**config.mk**
```make
export PLATFORM = sky130hd
export DESIGN_NAME = cip_top
export DESIGN_NICKNAME = d
export VERILOG_FILES = /design/src/cip_pkg.sv /design/src/cip_top.sv
export VERILOG_INCLUDE_DIRS = /design/src
export SDC_FILE = /design/constraint.sdc
export NUM_CORES = 1
export LEC_CHECK = 0
export ABC_CLOCK_PERIOD_IN_PS = 3900
export BUFFER_PORTS_ARGS = -buffer_cell sky130_fd_sc_hd__buf_4
export CAP_MARGIN = 20
export CORE_ASPECT_RATIO = 1.25
export CORE_UTILIZATION = 35
export DETAILED_ROUTE_END_ITERATION = 6
export PLACE_DENSITY = 0.52
export SLEW_MARGIN = 5
export SYNTH_ARGS = -nofsm -noshare
export SYNTH_HDL_FRONTEND = slang
export SYNTH_SLANG_ARGS = --single-unit
```
**constraint.sdc**
```tcl
create_clock -name ref_clk -period 3.9 [get_ports ref_clk]
set_clock_uncertainty 0.05 [all_clocks]
set_input_delay 0.39 -clock ref_clk [delete_from_list [all_inputs] [get_ports ref_clk]]
set_output_delay 0.39 -clock ref_clk [all_outputs]
set_load 0.02 [all_outputs]
```
**src/cip_defs.svh**
```systemverilog
`ifndef CIP_DEFS_SVH
`define CIP_DEFS_SVH

// Line numbers of the timer, keyboard and cascade request lines
`define CIP_LINE_TIMER     4'h0
`define CIP_LINE_KBD       4'h1
`define CIP_LINE_CASCADE   4'h2
// Position of the NMI gate in the control port at 70H
`define CIP_NMI_GATE_BIT   7
// Request lines that are tied inactive
`define CIP_RSVD_MASK      16'h8c00
// Gate value after reset: NMI blocked until software opens it
`define CIP_NMI_GATE_RST   1'b1

`endif

```
**src/cip_pkg.sv**
```systemverilog
package cip_pkg;

    typedef struct packed {
        logic       nmi;
        logic       intr;
        logic [3:0] line;
    } cip_grant_t;

    typedef enum logic [2:0] {
        CIP_IDLE = 3'b001,
        CIP_BUSY = 3'b010,
        CIP_DONE = 3'b100
    } cip_state_t;

endpackage

```
**src/cip_top.sv**
```systemverilog
`timescale 1ns/1ps
`include "cip_defs.svh"

module cip_top
    import cip_pkg::*;
(
    input  wire logic        ref_clk,
    input  wire logic        sys_rst,
    input  wire logic        timer_out0,
    input  wire logic        kbd_obf,
    input  wire logic [15:0] irq_in,
    input  wire logic        parity_err,
    input  wire logic        nmi_gate_wr,
    input  wire logic        nmi_gate_val,
    input  wire logic        int_ack,
    output cip_grant_t       grant
);

    // Three-stage synchronisers for the timer, keyboard, parity and irq_in[15:3] pin inputs
    logic [17:0] s1;
    logic [17:0] s2;
    logic [17:0] s3;
    logic [17:0] pin_now;
    logic [17:0] stable;

    always_comb begin
        // Bit 0 parity, 15:3 request lines, 16 timer, 17 keyboard
        pin_now = {kbd_obf, timer_out0, irq_in[15:3], 2'b00, parity_err};
    end

    always_ff @(posedge ref_clk or posedge sys_rst) begin
        if (sys_rst) begin
            s1 <= 18'h0;
            s2 <= 18'h0;
            s3 <= 18'h0;
        end else begin
            s1 <= pin_now;
            s2 <= s1;
            s3 <= s2;
        end
    end

    // A change counts only when the last two stages agree
    always_ff @(posedge ref_clk or posedge sys_rst) begin
        if (sys_rst) begin
            stable <= 18'h0;
        end else begin
            stable <= (s2 & s3) | (stable & (s2 | s3));
        end
    end

    logic        nmi_block;
    logic [15:0] req;
    logic        slave_any;

    always_ff @(posedge ref_clk or posedge sys_rst) begin
        if (sys_rst) begin
            nmi_block <= `CIP_NMI_GATE_RST;
        end else if (nmi_gate_wr) begin
            nmi_block <= nmi_gate_val;
        end
    end

    always_comb begin
        req = {stable[15:3], 3'b000};
        req[`CIP_LINE_TIMER] = stable[16];
        req[`CIP_LINE_KBD]   = stable[17];
        req = req & ~`CIP_RSVD_MASK;
        slave_any = |req[15:8];
        req[`CIP_LINE_CASCADE] = slave_any;
    end

    // Priority pick over all pending lines in fixed order
    logic        any;
    logic [3:0]  pick;
    always_comb begin
        any  = 1'b1;
        pick = 4'h0;
        if (req[0]) begin
            pick = 4'h0;
        end else if (req[1]) begin
            pick = 4'h1;
        end else if (req[`CIP_LINE_CASCADE]) begin
            pick = 4'h8;
            for (int i = 15; i >= 8; i--) begin
                if (req[i]) begin
                    pick = 4'(i);
                end
            end
        end else begin
            any  = 1'b0;
            for (int i = 7; i >= 3; i--) begin
                if (req[i]) begin
                    pick = 4'(i);
                    any  = 1'b1;
                end
            end
        end
    end

    // One request at a time: hold the grant until acknowledged
    cip_state_t state;

    always_ff @(posedge ref_clk or posedge sys_rst) begin
        if (sys_rst) begin
            state      <= CIP_IDLE;
            grant.intr <= 1'b0;
            grant.line <= 4'h0;
        end else begin
            case (state)
                CIP_IDLE: begin
                    if (any) begin
                        grant.intr <= 1'b1;
                        grant.line <= pick;
                        state      <= CIP_BUSY;
                    end
                end
                CIP_BUSY: begin
                    if (int_ack) begin
                        grant.intr <= 1'b0;
                        state      <= CIP_DONE;
                    end
                end
                default: begin
                    state <= CIP_IDLE;
                end
            endcase
        end
    end

    property p_one_at_time;
        @(posedge ref_clk) disable iff (sys_rst)
        grant.intr && !int_ack |=> grant.intr && $stable(grant.line);
    endproperty
    a_one_at_time: assert property (p_one_at_time)
        else $error("Grant changed before ack");

    property p_ack_ends;
        @(posedge ref_clk) disable iff (sys_rst)
        state == CIP_BUSY && int_ack |=> !grant.intr;
    endproperty
    a_ack_ends: assert property (p_ack_ends)
        else $error("Grant held after ack");

    property p_timer_first;
        @(posedge ref_clk) disable iff (sys_rst)
        state == CIP_IDLE && req[0] |=> grant.line == 4'h0;
    endproperty
    a_timer_first: assert property (p_timer_first)
        else $error("Timer line not granted first");

    property p_kbd_second;
        @(posedge ref_clk) disable iff (sys_rst)
        state == CIP_IDLE && !req[0] && req[1] |=> grant.line == 4'h1;
    endproperty
    a_kbd_second: assert property (p_kbd_second)
        else $error("Keyboard line order wrong");

    property p_slave_over_master;
        @(posedge ref_clk) disable iff (sys_rst)
        state == CIP_IDLE && !req[0] && !req[1] && slave_any
        |=> grant.line >= 4'h8;
    endproperty
    a_slave_over_master: assert property (p_slave_over_master)
        else $error("Slave lost to low master");

    property p_master_low;
        @(posedge ref_clk) disable iff (sys_rst)
        state == CIP_IDLE && any && !req[0] && !req[1] && !slave_any
        |=> grant.line >= 4'h3 && grant.line <= 4'h7;
    endproperty
    a_master_low: assert property (p_master_low)
        else $error("Low master line out of range");

    property p_no_drop;
        @(posedge ref_clk) disable iff (sys_rst)
        state == CIP_IDLE && any |=> grant.intr;
    endproperty
    a_no_drop: assert property (p_no_drop)
        else $error("Pending request dropped");

    property p_order;
        @(posedge ref_clk) disable iff (sys_rst)
        state == CIP_IDLE && req[3] && req[9] && !req[0] && !req[1] &&
        !req[8] |=> grant.line == 4'h9;
    endproperty
    a_order: assert property (p_order)
        else $error("Priority order wrong");

    property p_rsvd;
        @(posedge ref_clk) disable iff (sys_rst)
        grant.intr |-> grant.line != 4'ha && grant.line != 4'hb &&
        grant.line != 4'hf;
    endproperty
    a_rsvd: assert property (p_rsvd)
        else $error("Reserved line granted");

    // Parity error NMI, gated; highest rank, independent of grant
    always_ff @(posedge ref_clk or posedge sys_rst) begin
        if (sys_rst) begin
            grant.nmi <= 1'b0;
        end else begin
            grant.nmi <= stable[0] & ~nmi_block;
        end
    end

    property p_nmi_gate;
        @(posedge ref_clk) disable iff (sys_rst)
        nmi_block |=> !grant.nmi;
    endproperty
    a_nmi_gate: assert property (p_nmi_gate)
        else $error("NMI passed closed gate");

    property p_nmi_pass;
        @(posedge ref_clk) disable iff (sys_rst)
        !nmi_block && stable[0] |=> grant.nmi;
    endproperty
    a_nmi_pass: assert property (p_nmi_pass)
        else $error("NMI not raised through open gate");

endmodule

```
==> summary.md, run 1 <==
| Metric | Value |
|---|---|
| Mapped Cells | `approximately 110` |
| Crit path max fanout | `7` |
| Clock slew seen by the registers of the worst setup and hold paths | `0.07 ns` |
| Setup-failing EPs final | `0` |
| Total Wirelength | `2.81 mm` |
| Antenna Nets Post-Route | `0` |
| CTS Root Buffer Type | `clkbuf_8` |
| Cell area power density | `about 660 nW/µm²` |
| Max clock buf depth | `2` |
| Avg Inst Size Synth | `between 15 and 20 µm²` |
| Core area | `5190 µm²` |
| YS warnings | `0` |
| DR iter-0 viols | `27` |
| M3 GR Usage | `6.45%` |
| Worst path bufs/invs | `0` |
| Status | `finished, final reports clean` |
| Met2 usage | `15.2%` |
| Leading area contributor after synthesis | `dfrtp_1` |
| Worst-margin pin slew | `0.744 ns` |
| Count leader, synth | `dfrtp_1` |
| Achievable Freq | `562 MHz` |
| # fillers | `458` |
| Top Usage Layer GRT | `met2` |
| Die width | `68.6 µm` |
| Synth top cells by count | `dfrtp_1, maj3_1, inv_1, nor2_1` |
| Cell breakdown of the critical path | `nor4_2 > nand2_1 > o31ai_4 > mux2_2` |
| Largest net degree at the start of global routing | `38` |
| Die H | `about 85 µm` |
| Drt wl/cell | `13.1 µm` |
| Num CTS Buffers | `9` |
| Initial core utilization | `37.4%` |
| Vias in the first global route | `a little under 1000` |
| Period utilisation layout | `45.6%` |
| Synth Register Bits | `slightly above 60` |
| Most used DFF post-synth | `dfrtp_1` |
| Post-route setup slack | `between 2 and 2.5 ns` |
| Row cnt | `29` |
| Worst Path Required | `4.06 ns` |
| Post-synth net total | `136` |
| Tmin final | `about 1.8 ns` |
| Crit-path leading delay family | `simple AND/OR/NAND/NOR gates` |
| EDFF count, synth | `0` |
| Antenna violations before repair | `0` |
| Critical Path Slowest Stage Cell | `dfrtp_1` |
| Gr usage total | `11.8%` |
| H-tree depth | `3` |
| CP endpoint kind | `register` |
| Synthesized cell area | `1940 µm²` |
| Setup WS pre-CTS | `2.11 ns` |
| Hold Path Class | `primary input to register` |
| Top Ports | `30` |
| GP Congestion | `0.797` |
| Setup TNS | `0 ns` |
| Post-synthesis sequential area ratio | `80.1%` |
| DP HPWL | `around 1.8 mm` |
| Yosys cell types | `24` |
| Startpoint Class | `register` |
| Clk Latency, worst-skew pair | `0.33 ns` |
| Share of layout cells above drive strength 1 | `32.2%` |
| Peak supply drop | `0.213 mV` |
| Die ar. | `5850 µm²` |
| Clk sinks | `62` |
| GR Layer Usage met1 | `around 14%` |
| Setup Buffers After CTS | `0` |
| # hold bufs at CTS | `0` |
| First-pass DRT Iterations | `4` |
| Ys async rst share | `between 90% and 100%` |
| RSZ-0062 raised after global routing | `no` |
| Leak pwr | `roughly 1.1 nW` |
| Routed vias | `976` |
| Crit path kind | `register to register` |
| Post-synth top area share | `77.4%` |
| First-pass GRT wire length | `4.57 mm` |
| Post_cts resized | `0` |
| Area Overhead vs Synth | `26.1%` |
| Nets | `171` |
| Port Buffer Count | `23` |
| CTS tree | `built` |
| Top cells by area, synth | `dfrtp_1, maj3_1, dfstp_2` |
| Final hold viol count | `0` |
| Final number of max-transition violations | `0` |
| Maxcap violations | `0` |
| Vias per cell | `4.56` |
| Max_slew headroom | `between 50% and 60%` |
| Worst EP arrival | `1.94 ns` |
| # DRC | `0` |
| CP max stage delay | `0.42 ns` |
| Gr ovfl total | `0` |
| ANT cells | `0` |
[kinds of logic (layout without fill, tap and decap cells)]
| kind of cell | Yosys count | after routing | synth area share, % |
|---|---|---|---|
| AND/OR/NAND/NOR | 19 | 19 | 5.93 |
| adder cells (fa/ha/maj) | 13 | 13 | 6.71 |
| flip-flops | 62 | 62 | 80.1 |
| buffers and inverters | 5 | 45 | 0.967 |
| multiplexers | 4 | 4 | 2.26 |
| AO/OA/AOI/OAI | 9 | 9 | 4.06 |
[final cells by class]
cell class	count	area [µm²]	share of cell area (%)
flip-flops and latches	62	1550	63.5
multi-input cells	45	368	15.0
repair buffers	24	180	7.36
clock buffers	13	159	6.49
clock inverters	3	90.1	3.68
well taps	62	77.6	3.17
inverters	5	18.8	0.767
[metal layers]
layer | up-vias | wire length [µm]
met4 | 0 | 78
li1 | 457 | -
met2 | 26 | 1310
met1 | 485 | 1280
met3 | 8 | 140
met5 | - | 0
[through the flow]
stage	std cells	instance area, µm²	utilization, %	power, mW	hold slack [ns]
4_1_cts	214	2450	47.2	1.64	0.0865
5_1_grt	214	2450	47.2	1.70	0.0866
3_3_place_gp	198	2200	42.4	0.936	0.282
2_1_floorplan	112	1940	-	0.874	0.281
6_report	214	2450	47.2	1.62	0.111
3_5_place_dp	198	2200	42.4	0.945	0.286
[flip-flops by register name, indices dropped and copies added (netlist names)]
| signal | count |
|---|---|
| s2 | 13 |
| nmi_block | 1 |
| stable | 13 |
| s1 | 13 |
| state | 3 |
| grant | 6 |
| s3 | 13 |
[final timing paths]
| path | cells after the start | from | end | slack [ns] |
|---|---|---|---|---|
| max reg2reg | 4 | stable[4] | grant[0] | 2.12 |
| max in group asynchronous | 3 | sys_rst | nmi_block | 2.80 |
| min in group asynchronous | 2 | sys_rst | s1[17] | 0.15 |
| min reg2reg | 0 | s1[17] | s2[17] | 0.30 |
| min | 1 | irq_in[14] | s1[14] | 0.11 |
| max | 4 | stable[4] | grant[0] | 2.12 |
[cell usage in the layout (no fill, tap or decap), drive strengths merged]
cell	Yosys	layout
dfrtp	60	60
buf	0	24
maj3	13	13
clkbuf	0	13
nor2	5	5
inv	5	5
nand2	3	3
nor3b	3	3
o21ai	3	3
mux2	3	3
bufinv	0	3
dfstp	2	2
nor3	2	2
nor4	2	2
and2	2	2
nor2b	1	1
o31ai	1	1
a221oi	1	1
and2b	1	1
o311ai	1	1
a21oi	1	1
o311a	1	1
mux2i	1	1
a32o	1	1
[power by group]
group	internal, mW	switching, mW	total, mW
logic	0.0891	0.0862	0.175
registers	0.714	0.0394	0.753
clock network	0.460	0.228	0.688
Note: power is estimated with default switching activity, not from simulation.
==> run 2, diff against run 1 <==
Settings changed: ABC_CLOCK_PERIOD_IN_PS 3900 to 1500, PLACE_DENSITY 0.52 to 0.54.
Clock period 3.9 ns to 1.5 ns, I/O delays scaled along.
==> run 2 against run 1 <==
The flow now finishes with violations (negative setup slack); first-iteration DRC count up 78%; utilization is 5.0 points higher; combinational power increased to 4.1 times the previous value; flip-flop and latch count unchanged; wire length grew 6.3%; maximum frequency rose by 9.1%; via count up 15%; worst hold slack worse by 0.077 ns; highest routed layer unchanged.
==> summary.md, run 2 (same netlist as run 1, synthesis figures left out) <==
| Metric | Value |
|---|---|
| Routed vias | `1124` |
| Sw Pwr | `0.941 mW` |
| ANT cells | `0` |
| # DRC | `0` |
| Setup WS pre-CTS | `-0.136 ns` |
| Worst EP arrival | `1.79 ns` |
| First-pass GRT wire length | `5.30 mm` |
| Clk Latency, worst-skew pair | `0.32 ns` |
| Gr usage total | `12.8%` |
| DR iter-0 viols | `48` |
| Hold Path Class | `primary input to register` |
| Combinational Power Share | `18.4%` |
| Sequential power share | `between 50% and 60%` |
| Share of layout cells above drive strength 1 | `37.3%` |
| CP endpoint kind | `register` |
| Peak supply drop | `0.588 mV` |
| Post-route setup slack | `-0.130 ns` |
| Failing checks | `negative setup slack` |
| Antenna Nets Post-Route | `0` |
| Setup-failing EPs final | `7` |
| Hold path start | `nmi_gate_wr` |
| Vias per cell | `4.55` |
| Reg2Reg Launch Point | `stable[4]` |
| Reg-to-reg critical path endpoint | `grant[1]` |
| Max_slew headroom | `74.7%` |
| Max clock buf depth | `2` |
| Die width | `68.6 µm` |
| Period utilisation layout | `109%` |
| RSZ-0062 raised after global routing | `yes` |
| Vias in the first global route | `about 1200` |
| Maxcap violations | `0` |
| Achievable Freq | `614 MHz` |
| Final hold viol count | `0` |
| Die ar. | `roughly 5800 µm²` |
| Setup TNS | `-0.571 ns` |
| Row cnt | `29` |
| Crit path max fanout | `4` |
| GP Congestion | `0.750` |
| Worst R2R Setup Slack | `-0.13 ns` |
| Clk pwr share | `31.5%` |
| Die H | `85.3 µm` |
| H-tree depth | `3` |
| Initial core utilization | `37.4%` |
| CTS tree | `built` |
| Crit path kind | `register to register` |
| Commonest non-fill, non-tap cell in the layout | `dfrtp_1` |
| Num CTS Buffers | `9` |
| Gr ovfl total | `0` |
| Worst-margin pin slew | `0.377 ns` |
| Cell area power density | `1440 nW/µm²` |
| Final number of max-transition violations | `0` |
| Nets | `between 200 and 250` |
| Drt wl/cell | `12.1 µm` |
| Worst hold path stage count | `2` |
| Area Overhead vs Synth | `39.5%` |
| Antenna violations before repair | `0` |
| Clock slew seen by the registers of the worst setup and hold paths | `about 0.060 ns` |
| Core area | `about 5200 µm²` |
| Total Wirelength | `roughly 3.0 mm` |
| Status | `finished with violations` |
| Startpoint Class | `register` |
| Largest net degree at the start of global routing | `37` |
| Port Buffer Count | `23` |
| Tmin final | `approximately 1.6 ns` |
| Most frequent cells in the layout | `dfrtp_1, buf_4, dlygate4sd3_1, maj3_1, clkbuf_8` |
| Reg2reg path depth | `4` |
| Worst Path Required | `1.66 ns` |
| DP HPWL | `2.01 mm` |
| Internal Power | `between 2 and 3 mW` |
| CTS Root Buffer Type | `clkbuf_8` |
| Top Ports | `30` |
| Net Sw Frac | `24.2%` |
| First-pass DRT Iterations | `4` |
| Clk sinks | `62` |
| Hold Path End | `nmi_block` |
| Leak pwr | `1.21 nW` |
## run 2: power by group through the flow
stage | registers [mW] | clock network, mW | logic (mW)
after floorplan | 2.02 | 0 | 0.253
after global placement | 1.96 | 0 | 0.578
after detailed placement | 1.98 | 0 | 0.601
after CTS | 1.95 | 1.28 | 0.712
after global routing | 1.97 | 1.37 | 0.782
final | 1.95 | 1.23 | 0.717
## run 2: critical path, stage by stage, from the launching register on
cell,delay (ns)
dfrtp_1,0.40
nor4_4,0.29
nand2_1,0.13
o31ai_4,0.26
mux2_2,0.38
## run 2: metrics by stage
stage	cells	total power, mW	utilization, %	hold WS [ns]	cell area (µm²)
after global routing	247	4.12	52.2	0.0188	2710
after detailed placement	213	2.58	44.9	0.0898	2330
after floorplan	112	2.27	-	0.131	1940
after CTS	246	3.94	51.7	0.00762	2680
after global placement	213	2.54	44.9	0.0805	2330
final	247	3.89	52.2	0.0336	2710
## run 2: area by class of cell
type / instances / area, µm²
Inverter: 5 / 22.5
Multi-Input combinational cell: 45 / 393
Clock inverter: 1 / 5.00
Sequential cell: 62 / 1550
Fill cell: 462 / 2480
Clock buffer: 14 / 163
Tap cell: 62 / 77.6
Timing Repair Buffer: 58 / 492
## run 2: how the worst max path moves through the flow
stage               startpoint       end  slack, ns  cells past startpoint
floorplan            stable[4]  grant[0]      -0.12                      4
global placement     stable[4]  grant[0]      -0.09                      4
detailed placement   stable[4]  grant[1]      -0.14                      4
CTS                  stable[4]  grant[1]      -0.15                      4
global route         stable[4]  grant[1]      -0.19                      4
finish               stable[4]  grant[1]      -0.13                      4
## run 2: routing by layer
metal | global-route usage, % | routed length (µm) | vias to the layer above
met3 | 5.65 | 152 | 5
met4 | 7.39 | 52 | 0
met5 | 0 | 0 | -
li1 | - | - | 523
met1 | 14.8 | 1230 | 569
met2 | 19.3 | 1560 | 27
## run 2: timing repair
action,in CTS,in global routing
hold buffers,16,0
buffers inserted,2,2
resized for setup,6,4
endpoints found under the hold margin,27,0
setup endpoints to repair,7,7
